==> config.mk <==
export PLATFORM = sky130hd
export DESIGN_NAME = flash_interrupt_status
export DESIGN_NICKNAME = d
export VERILOG_FILES = /design/src/flash_irq_pkg.sv /design/src/flash_irq_sync.sv /design/src/flash_interrupt_status.sv
export VERILOG_INCLUDE_DIRS = /design/src /design/src/src
export SDC_FILE = /design/constraint.sdc
export NUM_CORES = 1
export LEC_CHECK = 0
export BUFFER_PORTS_ARGS = -buffer_cell sky130_fd_sc_hd__buf_2
export CAP_MARGIN = 40
export CORE_MARGIN = 10
export CORE_UTILIZATION = 37
export CTS_CLUSTER_DIAMETER = 30
export DETAILED_ROUTE_END_ITERATION = 7
export GPL_ROUTABILITY_DRIVEN = 0
export GPL_TIMING_DRIVEN = 0
export HOLD_SLACK_MARGIN = 0.05
export PLACE_DENSITY = 0.78
export SLEW_MARGIN = 20
export SYNTH_ARGS = -nofsm -noshare
export SYNTH_HDL_FRONTEND = slang
export SYNTH_HIERARCHICAL = 1
export SYNTH_SLANG_ARGS = --single-unit
==> constraint.sdc <==
create_clock -name clk -period 0.9 [get_ports clk]
set_input_delay 0.18 -clock clk [delete_from_list [all_inputs] [get_ports clk]]
set_output_delay 0.18 -clock clk [all_outputs]
set_load 0.01 [all_outputs]
==> src/flash_irq_defs.svh <==
// constants for the flash interrupt status block
`ifndef FLASH_IRQ_DEFS_SVH
`define FLASH_IRQ_DEFS_SVH
`define IRQ_REG_ADDR      16'hf241
`define IRQ_BIT_MASTER    15
`define IRQ_BIT_LOAD      7
`define IRQ_BIT_PROG      6
`define IRQ_BIT_ERASE     5
`define IRQ_BIT_RESET     4
`define IRQ_COLD_VALUE    16'h8080
`define IRQ_WARM_VALUE    16'h8010
`define IRQ_ZERO          16'h0000
`define CMD_LOAD_A        16'h0000
`define CMD_LOAD_B        16'h0013
`define CMD_PROG_A        16'h0080
`define CMD_PROG_B        16'h001a
`define CMD_PROG_C        16'h001b
`define CMD_ERASE_A       16'h0094
`define CMD_ERASE_B       16'h0095
`define CMD_ERASE_C       16'h0030
`define CMD_RST_A         16'h00b0
`define CMD_RST_B         16'h00f0
`define CMD_RST_C         16'h00f3
`define CMD_UNLOCK        16'h0023
`define CMD_LOCK          16'h002a
`define CMD_LOCKTIGHT     16'h002c
`define CMD_ERASE_VERIFY  16'h0071
`define CMD_OTP_ACCESS    16'h0065
`endif

==> src/flash_irq_pkg.sv <==
// types for the flash interrupt status block
package flash_irq_pkg;
    typedef enum logic [2:0] {
        EV_NONE,
        EV_LOAD,
        EV_PROG,
        EV_ERASE,
        EV_RESET,
        EV_MASTER
    } event_class_e;

    typedef struct packed {
        logic load_done_flag;
        logic program_done_flag;
        logic erase_done_flag;
        logic reset_done_flag;
    } done_flags_s;

    typedef struct packed {
        logic        master;
        done_flags_s flags;
    } irq_state_s;

    typedef struct packed {
        logic        valid;
        logic [15:0] opcode;
    } cmd_done_s;
endpackage : flash_irq_pkg

==> src/flash_irq_sync.sv <==
// two-flop synchroniser for pin-level inputs
`timescale 1ns/100ps
`default_nettype none
module flash_irq_sync (
    input  wire logic clk,
    input  wire logic rstn,
    input  wire logic din,
    output logic      dout
);
    logic meta_q;

    // first stage feeds only the second stage
    always_ff @(posedge clk or negedge rstn) begin
        if (!rstn) begin
            meta_q <= 1'b0;
            dout   <= 1'b0;
        end else begin
            meta_q <= din;
            dout   <= meta_q;
        end
    end
endmodule : flash_irq_sync
`default_nettype wire

==> src/flash_interrupt_status.sv <==
// interrupt status register with master flag and interrupt pin
`timescale 1ns/100ps
`default_nettype none
`include "flash_irq_defs.svh"
module flash_interrupt_status
    import flash_irq_pkg::*;
(
    input  wire logic        clk,
    input  wire logic        rstn,
    input  wire logic        warm_reset_n,
    input  wire logic        hot_reset,
    input  wire logic        boot_load_done,
    input  wire logic        buffer_load_done,
    input  wire cmd_done_s   cmd_done,
    input  wire logic        irq_pin_polarity,
    input  wire logic        reg_cs,
    input  wire logic        reg_we,
    input  wire logic [15:0] reg_addr,
    input  wire logic [15:0] reg_wdata,
    output logic      [15:0] reg_rdata,
    output logic             irq_pin
);
    // register state apart from the two synchronisers: one struct, one comb fill, one flop
    typedef struct packed {
        logic        rst_meta;
        logic        rst_sync;
        logic        warm_prev;
        irq_state_s  st;
        logic        pin;
        logic [15:0] rdata;
    } state_s;

    state_s s_q;
    state_s s_d;
    logic   warm_req_raw;
    logic   warm_req_sync;
    logic   pol_sync;
    logic   rstn_int;

    // warm pin is synchronised as an active-high request, so the
    // synchroniser's reset value of zero means no warm reset pending
    assign warm_req_raw = !warm_reset_n;

    // pins from outside the clock domain pass two flops
    flash_irq_sync u_sync_warm (
        .clk  (clk),
        .rstn (rstn_int),
        .din  (warm_req_raw),
        .dout (warm_req_sync)
    );
    flash_irq_sync u_sync_pol (
        .clk  (clk),
        .rstn (rstn_int),
        .din  (irq_pin_polarity),
        .dout (pol_sync)
    );

    // classify a finished command by opcode
    function automatic event_class_e classify(input logic [15:0] op);
        event_class_e c;
        c = EV_NONE;
        case (op)
            `CMD_LOAD_A, `CMD_LOAD_B: c = EV_LOAD;
            `CMD_PROG_A, `CMD_PROG_B, `CMD_PROG_C: c = EV_PROG;
            `CMD_ERASE_A, `CMD_ERASE_B, `CMD_ERASE_C: c = EV_ERASE;
            `CMD_RST_A, `CMD_RST_B, `CMD_RST_C: c = EV_RESET;
            `CMD_UNLOCK, `CMD_LOCK, `CMD_LOCKTIGHT: c = EV_MASTER;
            `CMD_ERASE_VERIFY, `CMD_OTP_ACCESS: c = EV_MASTER;
            default: c = EV_NONE;
        endcase
        return c;
    endfunction : classify

    // pack flag state into the 16-bit register image
    function automatic logic [15:0] image(input irq_state_s st);
        logic [15:0] v;
        v = `IRQ_ZERO;
        v[`IRQ_BIT_MASTER] = st.master;
        v[`IRQ_BIT_LOAD]   = st.flags.load_done_flag;
        v[`IRQ_BIT_PROG]   = st.flags.program_done_flag;
        v[`IRQ_BIT_ERASE]  = st.flags.erase_done_flag;
        v[`IRQ_BIT_RESET]  = st.flags.reset_done_flag;
        return v;
    endfunction : image

    assign rstn_int = s_q.rst_sync;

    event_class_e cls;
    logic         wr_hit;
    logic         warm_rel;
    logic         warm_enter;
    logic         set_load;
    logic         set_prog;
    logic         set_erase;
    logic         set_rst;
    logic         set_mst;

    // event decode: sets win over a same-cycle zero-write clear, but warm or hot reset wins over sets
    always_comb begin
        cls        = cmd_done.valid ? classify(cmd_done.opcode) : EV_NONE;
        wr_hit     = reg_cs && reg_we && (reg_addr == `IRQ_REG_ADDR);
        warm_rel   = !warm_req_sync && s_q.warm_prev;
        warm_enter = warm_req_sync || hot_reset;
        set_load   = (cls == EV_LOAD) || boot_load_done;
        set_prog   = (cls == EV_PROG);
        set_erase  = (cls == EV_ERASE);
        set_rst    = (cls == EV_RESET) || warm_rel;
        set_mst    = set_load || set_prog || set_erase || set_rst
                   || (cls == EV_MASTER) || buffer_load_done;
    end

    // next state
    always_comb begin
        s_d           = s_q;
        s_d.rst_meta  = 1'b1;
        s_d.rst_sync  = s_q.rst_meta;
        s_d.warm_prev = warm_req_sync;
        if (!s_q.rst_sync) begin
            // cold values held until the reset release has passed both
            // flops, so no flag can land while release is still settling
            s_d.st.master                  = 1'b1;
            s_d.st.flags.load_done_flag    = 1'b1;
            s_d.st.flags.program_done_flag = 1'b0;
            s_d.st.flags.erase_done_flag   = 1'b0;
            s_d.st.flags.reset_done_flag   = 1'b0;
        end else if (warm_enter) begin
            // warm/hot: master and reset flag set, rest cleared
            s_d.st.master                  = 1'b1;
            s_d.st.flags.load_done_flag    = 1'b0;
            s_d.st.flags.program_done_flag = 1'b0;
            s_d.st.flags.erase_done_flag   = 1'b0;
            s_d.st.flags.reset_done_flag   = 1'b1;
        end else begin
            // zero write clears, a one leaves the bit alone
            if (wr_hit) begin
                if (!reg_wdata[`IRQ_BIT_MASTER])
                    s_d.st.master = 1'b0;
                if (!reg_wdata[`IRQ_BIT_LOAD])
                    s_d.st.flags.load_done_flag = 1'b0;
                if (!reg_wdata[`IRQ_BIT_PROG])
                    s_d.st.flags.program_done_flag = 1'b0;
                if (!reg_wdata[`IRQ_BIT_ERASE])
                    s_d.st.flags.erase_done_flag = 1'b0;
                if (!reg_wdata[`IRQ_BIT_RESET])
                    s_d.st.flags.reset_done_flag = 1'b0;
            end
            if (set_load)  s_d.st.flags.load_done_flag    = 1'b1;
            if (set_prog)  s_d.st.flags.program_done_flag = 1'b1;
            if (set_erase) s_d.st.flags.erase_done_flag   = 1'b1;
            if (set_rst)   s_d.st.flags.reset_done_flag   = 1'b1;
            if (set_mst)   s_d.st.master                  = 1'b1;
        end
        // pin: active level is polarity, idle level is its inverse
        s_d.pin   = s_d.st.master ? pol_sync : !pol_sync;
        s_d.rdata = image(s_d.st); // registered read data
    end

    // reset releases through two flops; cold value is 8080h
    always_ff @(posedge clk or negedge rstn) begin
        if (!rstn) begin
            s_q.rst_meta                     <= 1'b0;
            s_q.rst_sync                     <= 1'b0;
            s_q.warm_prev                    <= 1'b0;
            s_q.st.master                    <= 1'b1;
            s_q.st.flags.load_done_flag      <= 1'b1;
            s_q.st.flags.program_done_flag   <= 1'b0;
            s_q.st.flags.erase_done_flag     <= 1'b0;
            s_q.st.flags.reset_done_flag     <= 1'b0;
            s_q.pin                          <= 1'b0;
            s_q.rdata                        <= `IRQ_COLD_VALUE;
        end else begin
            s_q <= s_d;
        end
    end

    assign reg_rdata = s_q.rdata;
    assign irq_pin   = s_q.pin;

    // checks: all are masked while the internal reset copy is low,
    // since the state is held at its cold values until then

    // read image and reset values
    a_rdata_image: assert property (
        @(posedge clk) disable iff (!rstn_int)
        reg_rdata == image(s_q.st))
        else $error("read data does not match flag state");
    a_reserved_zero: assert property (
        @(posedge clk) disable iff (!rstn_int)
        reg_rdata[14:8] == 7'h00 && reg_rdata[3:0] == 4'h0)
        else $error("reserved bits not zero");
    a_cold_value: assert property (
        @(posedge clk) disable iff (!rstn_int)
        $rose(rstn_int) |-> reg_rdata == `IRQ_COLD_VALUE)
        else $error("cold reset value wrong");
    a_warm_value: assert property (
        @(posedge clk) disable iff (!rstn_int)
        warm_enter |=> reg_rdata == `IRQ_WARM_VALUE)
        else $error("warm reset value wrong");

    // each completion flag sets on its own events
    a_load_sets: assert property (
        @(posedge clk) disable iff (!rstn_int)
        set_load && !warm_enter |=> s_q.st.flags.load_done_flag)
        else $error("load flag not set");
    a_prog_sets: assert property (
        @(posedge clk) disable iff (!rstn_int)
        set_prog && !warm_enter |=> s_q.st.flags.program_done_flag)
        else $error("program flag not set");
    a_erase_sets: assert property (
        @(posedge clk) disable iff (!rstn_int)
        set_erase && !warm_enter |=> s_q.st.flags.erase_done_flag)
        else $error("erase flag not set");
    a_rst_sets: assert property (
        @(posedge clk) disable iff (!rstn_int)
        set_rst |=> s_q.st.flags.reset_done_flag)
        else $error("reset flag not set");

    // master follows the flags, the commands without a flag and buffer loads
    a_master_follows: assert property (
        @(posedge clk) disable iff (!rstn_int)
        $rose(s_q.st.flags.erase_done_flag) |-> s_q.st.master)
        else $error("master missed a flag");
    a_master_flags: assert property (
        @(posedge clk) disable iff (!rstn_int)
        ($rose(s_q.st.flags.load_done_flag) ||
         $rose(s_q.st.flags.program_done_flag) ||
         $rose(s_q.st.flags.reset_done_flag)) |-> s_q.st.master)
        else $error("master missed a flag");
    a_master_cmd: assert property (
        @(posedge clk) disable iff (!rstn_int)
        cls == EV_MASTER |=> s_q.st.master)
        else $error("master missed a command");
    a_master_buffer: assert property (
        @(posedge clk) disable iff (!rstn_int)
        buffer_load_done |=> s_q.st.master)
        else $error("master missed a buffer load");

    // clears by a zero write and by warm or hot reset
    a_master_clear: assert property (
        @(posedge clk) disable iff (!rstn_int)
        wr_hit && !reg_wdata[`IRQ_BIT_MASTER] && !set_mst && !warm_enter
        |=> !s_q.st.master)
        else $error("master not cleared");
    a_load_clear: assert property (
        @(posedge clk) disable iff (!rstn_int)
        wr_hit && !reg_wdata[`IRQ_BIT_LOAD] && !set_load && !warm_enter
        |=> !s_q.st.flags.load_done_flag)
        else $error("load flag not cleared");
    a_rst_clear: assert property (
        @(posedge clk) disable iff (!rstn_int)
        wr_hit && !reg_wdata[`IRQ_BIT_RESET] && !set_rst && !warm_enter
        |=> !s_q.st.flags.reset_done_flag)
        else $error("reset flag not cleared");
    a_warm_clears: assert property (
        @(posedge clk) disable iff (!rstn_int)
        warm_enter |=> !s_q.st.flags.load_done_flag &&
        !s_q.st.flags.program_done_flag && !s_q.st.flags.erase_done_flag)
        else $error("warm reset left a flag set");
    a_rst_survives: assert property (
        @(posedge clk) disable iff (!rstn_int)
        warm_enter |=> s_q.st.flags.reset_done_flag)
        else $error("warm reset cleared reset flag");

    // pin is registered from the next-state master, so it matches the current master and last cycle's polarity
    a_pin_level: assert property (
        @(posedge clk) disable iff (!rstn_int)
        irq_pin == ($past(s_d.st.master) ? $past(pol_sync)
                                         : !$past(pol_sync)))
        else $error("pin level wrong");

    // only hardware events set flags; writes of one do nothing
    a_one_no_set: assert property (
        @(posedge clk) disable iff (!rstn_int)
        wr_hit && !s_q.st.flags.program_done_flag && !set_prog
        |=> !s_q.st.flags.program_done_flag)
        else $error("write of one set a flag");
    a_no_stray_load: assert property (
        @(posedge clk) disable iff (!rstn_int)
        !set_load && !s_q.st.flags.load_done_flag |=>
        !s_q.st.flags.load_done_flag)
        else $error("load flag set without event");
    a_no_stray_erase: assert property (
        @(posedge clk) disable iff (!rstn_int)
        !set_erase && !s_q.st.flags.erase_done_flag |=>
        !s_q.st.flags.erase_done_flag)
        else $error("erase flag set without event");
    a_no_stray_master: assert property (
        @(posedge clk) disable iff (!rstn_int)
        !set_mst && !warm_enter && !s_q.st.master |=> !s_q.st.master)
        else $error("master set without event");
    a_no_stray_rst: assert property (
        @(posedge clk) disable iff (!rstn_int)
        !set_rst && !warm_enter && !s_q.st.flags.reset_done_flag |=>
        !s_q.st.flags.reset_done_flag)
        else $error("reset flag set without event");

    // main scenarios
    c_prog_done: cover property (@(posedge clk) set_prog);
    c_buffer_load: cover property (@(posedge clk) buffer_load_done);
    c_warm: cover property (@(posedge clk) warm_rel);
    c_clear_master: cover property (@(posedge clk) $fell(s_q.st.master));
    c_set_and_clear: cover property (@(posedge clk) wr_hit && set_mst);
endmodule : flash_interrupt_status
`default_nettype wire

==> results of run 1 <==
## metrics by stage
step	TNS [ns]	power, mW	util (%)	instance area [sq um]
after floorplan	-3.46	0.785	-	955
after global placement	-4.57	0.916	55.1	1230
after detailed placement	-4.78	0.927	55.1	1230
after CTS	-3.83	1.34	63.9	1430
after global routing	-4.36	1.44	66.9	1490
final	-3.97	1.37	66.9	1490
## cells by family (layout without fill, tap and decap cells)
kind of cell / Yosys count / in the layout
AOI/OAI and AO/OA: 22 / 22
xor gates and xnor gates: 2 / 2
buffers and inverters: 22 / 84
DFF: 13 / 13
other: 2 / 12
and+or+nand+nor: 35 / 35
## synthesized netlist by cell type, drive strengths merged, types with 2 or more instances
| cell | count | area, sq um |
|---|---|---|
| nand3 | 2 | 10.0 |
| inv | 2 | 7.51 |
| conb | 2 | 7.51 |
| nor2 | 6 | 22.5 |
| or3 | 2 | 17.5 |
| nor3 | 2 | 10.0 |
| nor4 | 3 | 25.0 |
| dfstp | 2 | 52.6 |
| nand4 | 3 | 18.8 |
| a21oi | 2 | 10.0 |
| or4 | 3 | 22.5 |
| nand2 | 5 | 18.8 |
| a31oi | 4 | 25.0 |
| buf | 18 | 130 |
| dfrtp | 11 | 275 |
| clkbuf | 2 | 8.75 |
| o21ai | 7 | 35.0 |
| and4b | 3 | 31.3 |
## worst min-delay path by stage
stage / startpoint / end / slack (ns)
final: rstn_int$_DFF_PN0_ / u_sync_pol/dout$_DFF_PN0_ / 0.08
after global placement: rstn / reg_rdata[5]$_DFF_PN0_ / 0.03
after CTS: rstn_int$_DFF_PN0_ / u_sync_pol/dout$_DFF_PN0_ / 0.09
after detailed placement: rstn / reg_rdata[6]$_DFF_PN0_ / 0.04
after floorplan: rstn / irq_pin$_DFF_PN0_ / -0.12
after global routing: rstn_int$_DFF_PN0_ / u_sync_warm/dout$_DFF_PN0_ / 0.10
## state kept, by name, indices dropped and copies added (netlist names)
register and cells:
irq_pin 1, reg_rdata 5, rstn_int 1, s_d 1, s_q 1, u_sync_pol/dout 1, u_sync_pol/meta_q 1, u_sync_warm/dout 1
u_sync_warm/meta_q 1
## layout make-up
| cell class | instances | area (sq um) |
|---|---|---|
| inverters | 2 | 7.51 |
| well taps | 28 | 35.0 |
| flip-flops and latches | 13 | 329 |
| plain buffers | 19 | 158 |
| fillers | 169 | 739 |
| multi-input cells | 71 | 517 |
| clock buffers | 4 | 26.3 |
| repair buffers | 59 | 422 |
## worst max-delay path, cell delays in order
cell and delay, ns:
buf_6 0.09, or4_4 0.57, nor2_4 0.14, and4b_1 0.24, or3b_1 0.36, a21oi_1 0.14
## cells in the final DEF, fill, tap and decap left out, types with 2 or more instances in the layout
cell type and instances:
dfstp_2 2, nor2_1 4, o21ai_0 4, nor4_4 2
buf_6 19, inv_1 2, conb_1 12, a31oi_1 4
nand2_1 4, buf_2 36, o21ai_2 2, clkbuf_4 3
nand4_1 3, dfrtp_1 10, dlygate4sd3_1 3, and4b_1 2
a21oi_1 2, nand3_1 2, buf_4 18, or4_4 3
## metal layers
layer	share of wire [%]	GRT usage, %
met1	33	10.1
met2	53	22.2
met3	12	7.41
met4	2.0	4.77
met5	0	0
## power groups by stage
stage          clock network (mW)  registers, mW  logic, mW
4_1_cts                     0.370          0.625      0.345
5_1_grt                     0.402          0.629      0.408
6_report                    0.366          0.625      0.375
3_5_place_dp                    0          0.634      0.293
2_1_floorplan                   0          0.632      0.153
3_3_place_gp                    0          0.632      0.284
## what timing repair did
action | CTS | global route
gates resized for setup | 27 | 11
hold buffers | 3 | 0
setup buffers | 6 | 4
pin swaps | 10 | 12
endpoints found under the setup margin | 12 | 12
hold endpoints to repair | 11 | 0
==> out/qor.yml, run 1 <==
cells_and_area:
  antennaDiodeCount: 0
  instances_no_fill: 196
  nNetsFinal: 227
  drive_above_1_share_pct: 58.3
  syn_to_final_growth_pct: 71.1
grt:
  grt_pass1_wl_mm: 4.33
  track_usage_pct: 12.0
  antenna_found_initial: 0
  grt_overflow: 0
  grt_max_degree: 10
  grt_pass1_vias: 1002
worst_setup_path:
  crit_required_ns: 1.11
  cp-start-kind: "input pin"
  worst_ep_arrival_time_ns: 1.73
  critical_path_class: "in -> reg"
  cp_max_fo: 3
  worstSetupStartpoint: "cmd_done[10]"
  critPathCaptureType: "flip-flop"
  reg2reg_depth: 6
  rrSetupSlack_ns: -0.57
  worstReg2RegStart: "u_sync_warm/dout$_DFF_PN0_"
  cp-endpoint: "reg_rdata[6]$_DFF_PN0_"
  r2r-end: "irq_pin$_DFF_PN0_"
route:
  vias: 981
  drc_errors: 0
  ant_nets: 0
  dr.first_iter.drc_count: 31
  detail_route.wl_per_cell_microns: 15.8
  dr.pass1.iters: 6
  vias_per_cell: 5.01
  detail_route.wirelength_mm: 3.09
timing:
  setup_slack_ns: -0.621
  grt_setup_unrepaired: "yes"
  whs_ns: 0.0839
  slew_viol_final: 0
  finalSetupViolCount: 12
  fin_crit_ns: 1.52
  fmaxAchievable_mhz: 657
  clock_skew_ns: 0.00164
  hold_viol_final: 0
  fin_crit_sh_pct: 169
floorplanning:
  rows: 17
  initial_core_util_pct: 39.1
  die_x_microns: 68.6
  top_level_ports: 75
  floorplan.die_area_sq_um: 4700
  core-area_sq_um: 2230
  die_y_microns: 68.6
pwr:
  power_density_nw_per_um2: 914
  peakVddDrop_mv: 1.16
  power.leakage_nw: 0.719
  internal-power_uw: 993
  clkPwrFrac_pct: 26.8
  power_switching_uw: 372
  swShare_pct: 27.3
  p_comb_share_pct: 27.5
  seqPwrFrac_pct: 45.8
synth:
  ys_seq_area_share_pct: 37.5
  synth_ff_type: "dfrtp_1"
  synth_area_sq_um: 873
  synth_top_family_by_area: "simple AND/OR/NAND/NOR gates"
  muxShareOfSynthArea_pct: 0
  yosys_warnings: 6
  ys_ff_latch: 13
  synth_fa_ha_area_share_pct: 0
  postSynthCellCount: 96
  avgSynthCellArea_sq_um: 9.10
  yosys.area_share.simple_pct: 26.2
  synth_cell_types: 40
  synth_compound_area_share_pct: 16.6
  synth_xor_area_share_pct: 2.01
  ys_async_sr_fraction_pct: 100
  synth_edf_count: 0
clock_network:
  cts.root.buffer_cell: "clkbuf_4"
  cts_tree: "done"
  clk_path_buf_depth: 2
  insertion_delay_ns: 0.28
  cts_buffers: 3
  clk_pin_slew_ns: 0.08
  htree_num_levels: 1
  cts.sinks: 13
placed_design:
  post-dp-hpwl_mm: 2.33
  place_ws_ns: -1.02
  place_inst: 182
  numPortBuffers: 48
status:
  violations: "negative setup slack"
  status: "complete, but fails checks"
job:
  max_cap_violations: 0
hold_path:
  hold_path_class: "reg -> async"
Note: power is estimated with default switching activity, not from simulation.
==> inputs of run 2 (changes only) <==
--- a/config.mk
+++ b/config.mk
@@ -6,16 +6,17 @@
 export SDC_FILE = /design/constraint.sdc
 export NUM_CORES = 1
 export LEC_CHECK = 0
+export ABC_AREA = 1
 export BUFFER_PORTS_ARGS = -buffer_cell sky130_fd_sc_hd__buf_2
 export CAP_MARGIN = 40
 export CORE_MARGIN = 10
-export CORE_UTILIZATION = 37
+export CORE_UTILIZATION = 41
 export CTS_CLUSTER_DIAMETER = 30
 export DETAILED_ROUTE_END_ITERATION = 7
 export GPL_ROUTABILITY_DRIVEN = 0
 export GPL_TIMING_DRIVEN = 0
 export HOLD_SLACK_MARGIN = 0.05
-export PLACE_DENSITY = 0.78
+export PLACE_DENSITY = 0.8
 export SLEW_MARGIN = 20
 export SYNTH_ARGS = -nofsm -noshare
 export SYNTH_HDL_FRONTEND = slang
==> run 2 against run 1 <==
  * The flow still finishes with violations (negative setup slack)
  * First-iteration DRC count is 58% higher
  * Hold slack improved by 0.0067 ns
  * Die area is 7.9% higher
  * Clock power is 4% higher
  * Non-clock buffer count is 6 higher
  * Register-to-register slack improved by 0.11 ns
  * Cell area up 35%
  * Sequential share of layout area fell by 5.7 points
  * Global-route usage is 0.45 points higher
  * Critical path depth rose by 2
  * Synthesized area increased by 23%
  * Setup slack better by 0.17 ns
  * Critical path type is now reg -> reg
  * Critical endpoint is now irq_pin$_DFF_PN0_
==> out/qor.yml, run 2 <==
timing:
  fin_crit_sh_pct: 151
  hold_viol_final: 0
  whs_ns: 0.0906
  grt_setup_unrepaired: "yes"
  setup_slack_ns: -0.455
  fin_crit_ns: 1.36
  finalSetupViolCount: 12
  clock_skew_ns: 0.0120
  slew_viol_final: 0
  fmaxAchievable_mhz: 738
synth:
  synth_most_common_cell: "nand2_1"
  synth_area_sq_um: 1080
  synth_area_leaders: "dfrtp_1, nand2_1, buf_4"
  ys_seq_area_share_pct: 30.5
  synth_ff_type: "dfrtp_1"
  synth_cell_types: 23
  yosys_warnings: 6
  yosys-top-cells-count: "nand2_1, nor2_1, buf_4, inv_1, dfrtp_1"
  yosys.area.top_type: "dfrtp_1"
  postSynthCellCount: 166
  yosysTopAreaCellShare_pct: 25.6
  ys_async_sr_fraction_pct: 100
  avgSynthCellArea_sq_um: 6.48
  synth_edf_count: 0
  ys_ff_latch: 13
cells_and_area:
  syn_to_final_growth_pct: 87.1
  drive_above_1_share_pct: 64.1
  largest_reg_flops: 5
  antennaDiodeCount: 0
  nNetsFinal: 307
  layout_commonest_cell: "buf_2"
  final_cell_mix: "buf_2, nand2_1, buf_6"
  fin_area_sq_um: 2010
  multiInputGateArea_sq_um: 871
  ff_latch_area_sq_um: 329
  post-route-util_pct: 80.5
  n_fill_cell: 153
clock_network:
  clk_pin_slew_ns: 0.07
  cts_buffers: 3
  cts.root.buffer_cell: "clkbuf_4"
  clk_path_buf_depth: 2
  cts_tree: "done"
  htree_num_levels: 1
  cts.sinks: 13
  insertion_delay_ns: 0.30
worst_setup_path:
  cp-start-kind: "flip-flop"
  path_cells: "nor2_2, nand2_2, nor3_4, inv_1, a21oi_2, nand3_2, o21bai_2, nand2_1"
  crit_required_ns: 1.08
  worst_ep_arrival_time_ns: 1.53
  cp_max_fo: 2
  max_stage_delay_ns: 0.39
  critPathCaptureType: "flip-flop"
  critical_path_class: "reg -> reg"
  reg2reg_depth: 8
  slowest_stage: "dfrtp_1"
route:
  detail_route.wl_per_cell_microns: 15.0
  dr.pass1.iters: 7
  ant_nets: 0
  vias_per_cell: 4.86
  drc_errors: 0
  vias: 1351
  detail_route.wirelength_mm: 4.17
  dr.first_iter.drc_count: 49
placed_design:
  post-dp-hpwl_mm: 2.42
  place_ws_ns: -0.520
  postPlaceCellArea_sq_um: 1510
  numPortBuffers: 52
floorplanning:
  initial_core_util_pct: 43.0
  top_level_ports: 75
  die_x_microns: 71.2
  die_y_microns: 71.2
  floorplan.die_area_sq_um: 5070
  rows: 18
  core-area_sq_um: 2500
grt:
  track_usage_pct: 12.5
  grt_pass1_vias: 1269
  antenna_found_initial: 0
  grt_max_degree: 10
  grt_pass1_wl_mm: 5.31
  grt_overflow: 0
job:
  max_cap_violations: 0
pwr:
  peakVddDrop_mv: 1.32
  power_density_nw_per_um2: 773
  power.leakage_nw: 1.02
status:
  status: "complete, but fails checks"
  violations: "negative setup slack"
hold_path:
  hold_path_class: "reg -> async"
[run 2: final timing paths]
| check | start | end | slack [ns] |
|---|---|---|---|
| max | u_sync_warm/dout$_DFF_PN0_ | irq_pin$_DFF_PN0_ | -0.46 |
| min | rstn_int$_DFF_PN0_ | u_sync_pol/dout$_DFF_PN0_ | 0.09 |
| max reg2reg | u_sync_warm/dout$_DFF_PN0_ | irq_pin$_DFF_PN0_ | -0.46 |
| min reg2reg | rstn_int$_DFF_PN0_ | u_sync_pol/dout$_DFF_PN0_ | 0.09 |
| max in group asynchronous | rstn | reg_rdata[15]$_DFF_PN1_ | 0.39 |
| min in group clk | cmd_done[16] | reg_rdata[5]$_DFF_PN0_ | 0.18 |
[run 2: per-layer routing]
| layer | vias up | global-route usage, % | wire length (microns) |
|---|---|---|---|
| li1 | 655 | - | - |
| met5 | - | 0 | 0 |
| met4 | 0 | 5.59 | 162 |
| met2 | 84 | 20.9 | 1990 |
| met3 | 15 | 6.20 | 540 |
| met1 | 597 | 12.8 | 1480 |
[run 2: through the flow]
stage | total power [mW] | cells | setup TNS, ns
finish | 1.56 | 278 | -2.76
global placement | 0.996 | 258 | -2.23
detailed placement | 1.00 | 258 | -2.39
floorplan | 0.837 | 176 | -0.847
CTS | 1.43 | 269 | -2.11
global route | 1.64 | 278 | -3.31
[run 2: cell families after synthesis]
group | Yosys count | synth area share, %
other cells | 2 | 0.698
buf+inv | 37 | 18.5
flops | 13 | 30.5
simple gates | 102 | 43.4
compound gates | 12 | 6.98
[run 2: cell type report]
type	count	area share, %
multi-input combinational	126	43.3
timing repair buffer	70	26.1
sequential	13	16.3
buffer	14	5.78
inverter	21	5.28
tap	30	1.86
clock buffer	3	1.12
clock inverter	1	0.249
[run 2: power by group]
group	switching [mW]	leakage [nW]	internal [mW]
combinational	0.276	0.850	0.270
clock	0.215	0.0177	0.166
sequential	0.0165	0.153	0.611
total	0.508	1.02	1.05
[run 2: worst max-delay path, delay by kind of cell, from the launching register on]
family / cells / cell delay [ns]
AND/OR/NAND/NOR: 5 / 0.56
flip-flops: 1 / 0.39
AO/OA/AOI/OAI: 2 / 0.24
buffers and inverters: 1 / 0.07
[run 2: repair_timing]
action                     4_1_cts  5_1_grt
hold endpoints to repair        11        0
hold buffers                     3        0
pin swaps                        4       21
setup buffers                    8       12
setup endpoints to repair       11       12
gates resized for setup         19       80
